==> config.mk <==
export PLATFORM = sky130hd
export DESIGN_NAME = tcu_top
export DESIGN_NICKNAME = d
export VERILOG_FILES = /design/src/rtl/tcu_pkg.sv /design/src/rtl/tcu_top.sv
export SDC_FILE = /design/constraint.sdc
export NUM_CORES = 1
export LEC_CHECK = 0
export BUFFER_PORTS_ARGS = -buffer_cell sky130_fd_sc_hd__buf_2
export CORE_MARGIN = 1
export CORE_UTILIZATION = 50
export CTS_CLUSTER_SIZE = 16
export DETAILED_ROUTE_END_ITERATION = 10
export PLACE_DENSITY_LB_ADDON = 0.2
export SYNTH_ARGS = -nofsm -noshare
export SYNTH_HDL_FRONTEND = slang
export SYNTH_SLANG_ARGS = --single-unit
==> constraint.sdc <==
create_clock -name CLK_I -period 4.88 [get_ports CLK_I]
set_input_delay 0.976 -clock CLK_I [delete_from_list [all_inputs] [get_ports CLK_I]]
set_output_delay 0.976 -clock CLK_I [all_outputs]
set_load 0.03 [all_outputs]
==> src/rtl/tcu_pkg.sv <==
package tcu_pkg;

  // ----------------------------------------------------------------
  // register map (byte addresses, one word each)
  // ----------------------------------------------------------------
  localparam logic [5:0] TCU_CTRL0_OFS = 6'h00;
  localparam logic [5:0] TCU_CAPL0_OFS = 6'h04;
  localparam logic [5:0] TCU_CAPH0_OFS = 6'h08;
  localparam logic [5:0] TCU_CTRL1_OFS = 6'h0c;
  localparam logic [5:0] TCU_CAPL1_OFS = 6'h10;
  localparam logic [5:0] TCU_CAPH1_OFS = 6'h14;
  localparam logic [5:0] TCU_FLAG_OFS = 6'h18;
  localparam logic [5:0] TCU_IEN_OFS = 6'h1c;
  localparam logic [5:0] TCU_ALTP_OFS = 6'h20;

  // ----------------------------------------------------------------
  // fields and reset values
  // ----------------------------------------------------------------
  localparam int TCU_MODE_LSB = 0;
  localparam int TCU_MODE_W = 4;
  localparam logic [3:0] TCU_MODE_RST = 4'h0;
  localparam logic [3:0] TCU_MODE_FALL = 4'h4;
  localparam logic [3:0] TCU_MODE_RISE = 4'h5;
  localparam logic [3:0] TCU_MODE_RISE4 = 4'h6;
  localparam logic [3:0] TCU_MODE_RISE16 = 4'h7;
  localparam logic [3:0] TCU_PRESC_4 = 4'h3;
  localparam logic [3:0] TCU_PRESC_16 = 4'hf;
  localparam logic [15:0] TCU_CAP_RST = 16'h0000;
  localparam logic [1:0] TCU_FLAG_RST = 2'h0;
  localparam logic [1:0] TCU_IEN_RST = 2'h0;
  localparam logic TCU_ALTP_RST = 1'b0;
  localparam int TCU_UNITS = 2;

endpackage

==> src/rtl/tcu_top.sv <==
// Overview of operation
// - each qualifying pin event copies the 16-bit source count into the capture pair
// - mode selects falling, rising, every 4th or every 16th rising edge
// - each capture sets the irq flag; only software clears it
// - a newer capture overwrites the older value, no overrun flag
// - edge detector watches the pin level, including levels the device drives
// - mode change may set the flag; software masks and clears it
// - prescaler held clear while unit off or not in capture mode
// - every reset clears the prescaler counter
// - switching between capture prescales does not clear the prescaler
// - two identical independent units with own control, capture, flag, enable
// - second unit's pin may be routed to an alternate pin
// - capture keeps working in sleep when the source count still advances
`timescale 1ns/1ps
`default_nettype none
module tcu_top
  import tcu_pkg::*;
(
  // wishbone slave
  input wire logic CLK_I,
  input wire logic ARST_N_I,
  input wire logic CE_I,
  input wire logic CYC_I,
  input wire logic STB_I,
  input wire logic WE_I,
  input wire logic [5:0] ADR_I,
  input wire logic [3:0] SEL_I,
  input wire logic [31:0] DAT_I,
  output logic [31:0] DAT_O,
  output logic ACK_O,
  // capture source count
  input wire logic [15:0] SRC_COUNT_I,
  // capture pins, level seen at the pad
  input wire logic UNIT_ONE_PIN_I,
  input wire logic UNIT_TWO_PIN_I,
  input wire logic UNIT_TWO_ALT_PIN_I,
  // interrupt
  output logic IRQ_O
);

  typedef struct packed {
    logic [TCU_UNITS-1:0][1:0] sync;
    logic [TCU_UNITS-1:0] last;
    logic [TCU_UNITS-1:0][3:0] mode;
    logic [TCU_UNITS-1:0][3:0] presc;
    logic [TCU_UNITS-1:0][15:0] cap;
    logic [1:0] flag;
    logic [1:0] ien;
    logic alt;
    logic ack;
    logic [31:0] dat;
  } tcu_state_t;

  tcu_state_t s_q;
  tcu_state_t s_d;

  // ----------------------------------------------------------------
  // helpers
  // ----------------------------------------------------------------
  function automatic logic is_capture(input logic [3:0] m);
    return (m == TCU_MODE_FALL) || (m == TCU_MODE_RISE) ||
           (m == TCU_MODE_RISE4) || (m == TCU_MODE_RISE16);
  endfunction

  function automatic logic [31:0] wmask(input logic [3:0] sel);
    return {{8{sel[3]}}, {8{sel[2]}}, {8{sel[1]}}, {8{sel[0]}}};
  endfunction

  logic [TCU_UNITS-1:0] pin_raw;
  logic [TCU_UNITS-1:0] cap_ev;
  logic req;
  logic wr;
  logic [31:0] wm;

  // pad level already includes any level the device drives itself
  assign pin_raw[0] = UNIT_ONE_PIN_I;
  assign pin_raw[1] = s_q.alt ? UNIT_TWO_ALT_PIN_I : UNIT_TWO_PIN_I;
  assign req = CYC_I && STB_I && !s_q.ack;
  assign wr = req && WE_I;
  assign wm = wmask(SEL_I);

  // ----------------------------------------------------------------
  // next state
  // ----------------------------------------------------------------
  always_comb begin
    logic rise;
    logic fall;
    logic [3:0] pn;
    rise = 1'b0;
    fall = 1'b0;
    pn = 4'h0;
    s_d = s_q;
    cap_ev = '0;
    s_d.ack = req;
    for (int u = 0; u < TCU_UNITS; u++) begin
      s_d.sync[u] = {s_q.sync[u][0], pin_raw[u]};
      s_d.last[u] = s_q.sync[u][1];
      rise = s_q.sync[u][1] && !s_q.last[u];
      fall = !s_q.sync[u][1] && s_q.last[u];
      pn = s_q.presc[u] + 4'h1;
      if (!is_capture(s_q.mode[u])) begin
        s_d.presc[u] = 4'h0;
      end else begin
        unique case (s_q.mode[u])
          TCU_MODE_FALL: cap_ev[u] = fall;
          TCU_MODE_RISE: cap_ev[u] = rise;
          TCU_MODE_RISE4: begin
            if (rise) begin
              s_d.presc[u] = pn;
              cap_ev[u] = (s_q.presc[u][1:0] == TCU_PRESC_4[1:0]);
            end
          end
          TCU_MODE_RISE16: begin
            if (rise) begin
              s_d.presc[u] = pn;
              cap_ev[u] = (s_q.presc[u] == TCU_PRESC_16);
            end
          end
          default: cap_ev[u] = 1'b0;
        endcase
      end
      if (cap_ev[u]) begin
        s_d.cap[u] = SRC_COUNT_I;
      end
    end
    s_d.dat = 32'h0000_0000;
    if (req && !WE_I) begin
      unique case (ADR_I)
        TCU_CTRL0_OFS: s_d.dat = {28'h0000000, s_q.mode[0]};
        TCU_CAPL0_OFS: s_d.dat = {24'h000000, s_q.cap[0][7:0]};
        TCU_CAPH0_OFS: s_d.dat = {24'h000000, s_q.cap[0][15:8]};
        TCU_CTRL1_OFS: s_d.dat = {28'h0000000, s_q.mode[1]};
        TCU_CAPL1_OFS: s_d.dat = {24'h000000, s_q.cap[1][7:0]};
        TCU_CAPH1_OFS: s_d.dat = {24'h000000, s_q.cap[1][15:8]};
        TCU_FLAG_OFS: s_d.dat = {30'h00000000, s_q.flag};
        TCU_IEN_OFS: s_d.dat = {30'h00000000, s_q.ien};
        TCU_ALTP_OFS: s_d.dat = {31'h00000000, s_q.alt};
        default: s_d.dat = 32'h0000_0000;
      endcase
    end
    if (wr) begin
      unique case (ADR_I)
        TCU_CTRL0_OFS: if (SEL_I[0]) s_d.mode[0] = DAT_I[3:0];
        TCU_CTRL1_OFS: if (SEL_I[0]) s_d.mode[1] = DAT_I[3:0];
        TCU_CAPL0_OFS: if (SEL_I[0]) s_d.cap[0][7:0] = DAT_I[7:0];
        TCU_CAPH0_OFS: if (SEL_I[0]) s_d.cap[0][15:8] = DAT_I[7:0];
        TCU_CAPL1_OFS: if (SEL_I[0]) s_d.cap[1][7:0] = DAT_I[7:0];
        TCU_CAPH1_OFS: if (SEL_I[0]) s_d.cap[1][15:8] = DAT_I[7:0];
        TCU_FLAG_OFS: s_d.flag = s_q.flag & ~(DAT_I[1:0] & wm[1:0]);
        TCU_IEN_OFS: if (SEL_I[0]) s_d.ien = DAT_I[1:0];
        TCU_ALTP_OFS: if (SEL_I[0]) s_d.alt = DAT_I[0];
        default: s_d.flag = s_q.flag;
      endcase
    end
    // set wins over a same-cycle clear
    s_d.flag = s_d.flag | cap_ev;
  end

  // ----------------------------------------------------------------
  // state register
  // ----------------------------------------------------------------
  always_ff @(posedge CLK_I or negedge ARST_N_I) begin
    if (!ARST_N_I) begin
      s_q <= '0;
    end else if (CE_I) begin
      s_q <= s_d;
    end
  end

  assign DAT_O = s_q.dat;
  assign ACK_O = s_q.ack;
  assign IRQ_O = |(s_q.flag & s_q.ien);
endmodule
`default_nettype wire

==> flow_summary_export.csv <==
group,metric,value,unit
placed_design,numPortBuffers,49,
clock_network,htreeDepth,3,
run,max_cap_violations,0,
clock_network,cts-resized-gates,0,
synthesis,yosysTopAreaCell,"dfrtp_1",
timing,hold_viol_final,0,
global_route,grt_pass1_vias,3044,
synthesis,synth_edf_count,0,
clock_network,cts.sinks,68,
min_path,hp-class,"register to register",
synthesis,ys_ff_latch,68,
synthesis,synth_cells,392,
routing,ant_nets,0,
setup_path,crit_type,"input pin to register",
setup_path,cp_slowest_cell,"or2_1",
outcome,status,"complete, but fails checks",
die,coreArea,7690,um2
clock_network,holdBufCountCts,0,
timing,layout_setup_ws,2.39,ns
synthesis,synthArstFlopShare,100,%
placed_design,dp_hpwl,6730,um
die,dieHeight,90.9,um
min_path,hold-path-cell-count,1,
routing,drcViolationCount,1,
die,die_w,90.9,um
synthesis,yosysUniqueCellTypes,61,
timing,setup_viol,0,
synthesis,avgSynthCellArea,10.1,um2
setup_path,end_kind,"register",
setup_path,crit_path_cell_trace,"buf_2 > nand4b_1 > or2_1 > nor2_4 > nor2_1 > a221o_1",
final_layout,fill_cells,708,
clock_network,cts_tree,"yes",
routing,wl_per_cell,18.1,um
final_layout,area_growth,8.17,%
outcome,violations,"design-rule violations",
timing,fin_crit_sh,51.1,%
timing,slew_violations,0,
clock_network,clockBufferDepth,2,
setup_path,cp_max_fo,13,
final_layout,final_cells,533,
synthesis,synth_ff_type,"dfrtp_1",
setup_path,required,5.16,ns
pwr,vdd.ir_drop.worst,0.157,mV
setup_path,startpoint,"STB_I",
routing,finalWirelength,9630,um
clock_network,numCtsBuffers,9,
placed_design,place_congestion,0.828,
clock_network,cts_root_buf,"clkbuf_8",
setup_path,reg2reg_from,"ACK_O",
setup_path,reg2reg_slack,2.59,ns
setup_path,crit_family,"simple AND/OR/NAND/NOR gates",
clock_network,clk_latency,0.35,ns
final_layout,drive_above_1_share,22.7,%
global_route,grt_max_degree,46,
setup_path,cp.arrival,2.77,ns
routing,vias_per_cell,6.06,
synthesis,ys_seq_area_share,43.1,%
placed_design,pre_cts_slack,2.02,ns
timing,max_freq,401,MHz
routing,drt_pre_antenna_iters,8,
timing,slew_headroom,39.4,%
setup_path,r2r_end,"s_q[84]",
setup_path,worstSetupPathDepth,6,
final_layout,final_nets,498,
die,floorplan.die_area,8260,um2
timing,period_minus_slack,2.49,ns
die,boundaryPins,101,
placed_design,place_inst,520,
global_route,grt_use_total,24.9,%
routing,vias,3230,
clock_network,clkTransAtPathRegs,0.07,ns
timing,fin_tns_setup,0,ns
synthesis,yosysWarnings,0,
setup_path,cpPeakStageDelay,0.57,ns
synthesis,syn-cell-area,3950,um2
global_route,antenna_found_initial,0,
setup_path,path_buf_inv,1,
synthesis,synth_top_area_share,43.1,%
die,floorplan.rows,32,
final_layout,diodes,0,
pwr,leakagePower,2.14,nW
timing,clock_skew,0.0114,ns
routing,drt_iter0_drc,287,
setup_path,ff2ff_path_depth,4,
die,initial_utilization,51.4,%
global_route,grt_pass1_wl,15900,um
clock_network,cts_setup_buffers,0,
timing,grt_setup_unrepaired,"no",
setup_path,critPathLaunchType,"input pin",
global_route,grt-ovfl-total,0,
pwr,power_density,278,nW/um2
timing,max_slew.worst_pin.slew,0.909,ns
synthesis,synthTopCellsByArea,"dfrtp_1 (43%), buf_4 (6.3%), mux2_2 (5.1%)",
setup_path,cp-endpoint,"s_q[60]",
[cell type report]
type,count,area (um2),share of cell area (%)
Clock inverter,2,37.5,0.878
Sequential cell,68,1700,39.8
Multi-Input combinational cell,279,1930,45.1
Clock buffer,11,141,3.31
Inverter,19,71.3,1.67
Tap cell,102,128,2.99
Timing Repair Buffer,52,268,6.26
[routing by layer]
layer / GRT usage, % / vias to the layer above / share of wire [%]
met5: 0 / - / 0
met4: 10.4 / 0 / 1.7
met3: 4.21 / 14 / 7.0
met2: 36.4 / 146 / 44
met1: 36.3 / 1598 / 47
li1: - / 1472 / -
[where the power goes]
group / switching (mW) / total [mW] / internal, mW / leakage [nW]
Clock: 0.205 / 0.447 / 0.242 / 0.0874
Sequential: 0.0173 / 0.601 / 0.584 / 0.893
Combinational: 0.0943 / 0.140 / 0.0460 / 1.16
[cells in the mapped netlist, drive strengths merged (2+ instances only)]
master,n
dfrtp,68
buf,46
nand2,45
nor2,30
inv,18
mux2,18
a221o,17
nor3,14
a31oi,11
a21oi,10
a22o,10
or3,10
a22oi,8
o211a,8
o21ai,8
o221ai,8
mux2i,5
nor2b,5
nand3,4
nand3b,4
clkbuf,3
nand2b,3
nand4,3
nor4b,3
or4,3
a222oi,2
a32o,2
and2,2
ha,2
nand4b,2
o211ai,2
or4b,2
xor2,2
[sequential cells by signal, summed over array words and instances, names as in the netlist]
| register | count |
|---|---|
| ACK_O | 1 |
| s_q | 55 |
| DAT_O | 8 |
| s_d | 4 |
[cell usage in the layout (no fill, tap or decap), types with 7 or more instances in the layout]
cell type,n
a21oi_1,7
a221o_1,17
a22o_1,10
a22oi_1,8
a31oi_1,11
buf_2,49
clkbuf_8,10
conb_1,24
dfrtp_1,68
inv_1,18
mux2_2,18
nand2_1,45
nor2_1,28
nor3_1,11
o211a_1,8
o21ai_0,7
o221ai_1,8
or3_1,10
[through the flow]
stage / instance area (um2) / hold WS [ns] / util, % / power [mW]
after global placement: 4100 / 0.474 / 53.3 / 0.747
final: 4280 / 0.485 / 55.6 / 1.19
after global routing: 4280 / 0.514 / 55.6 / 1.23
after floorplan: 4040 / 0.448 / - / 0.711
after detailed placement: 4100 / 0.477 / 53.3 / 0.751
after CTS: 4280 / 0.489 / 55.6 / 1.19
[how the worst min path moves through the flow]
stage / start / to / slack (ns)
floorplan: s_q[77] / s_q[77] / 0.45
global placement: DAT_O[1] / DAT_O[1] / 0.47
detailed placement: s_q[77] / s_q[77] / 0.48
CTS: s_q[77] / s_q[77] / 0.49
global route: s_q[77] / s_q[77] / 0.51
finish: DAT_O[1] / DAT_O[1] / 0.49
[logic make-up (layout without fill, tap and decap cells)]
family          Yosys count  count (layout)  synth area share, %
other cells               1              24               0.0949
flops                    68              68                 43.1
mux                      24              24                 6.96
simple gates            135             135                 19.4
xor+xnor                  2               2                0.443
buf+inv                  68              84                 10.4
compound gates           92              92                 19.1
fa+ha+maj                 2               2                0.633
Power figures use the tool's default switching activity.
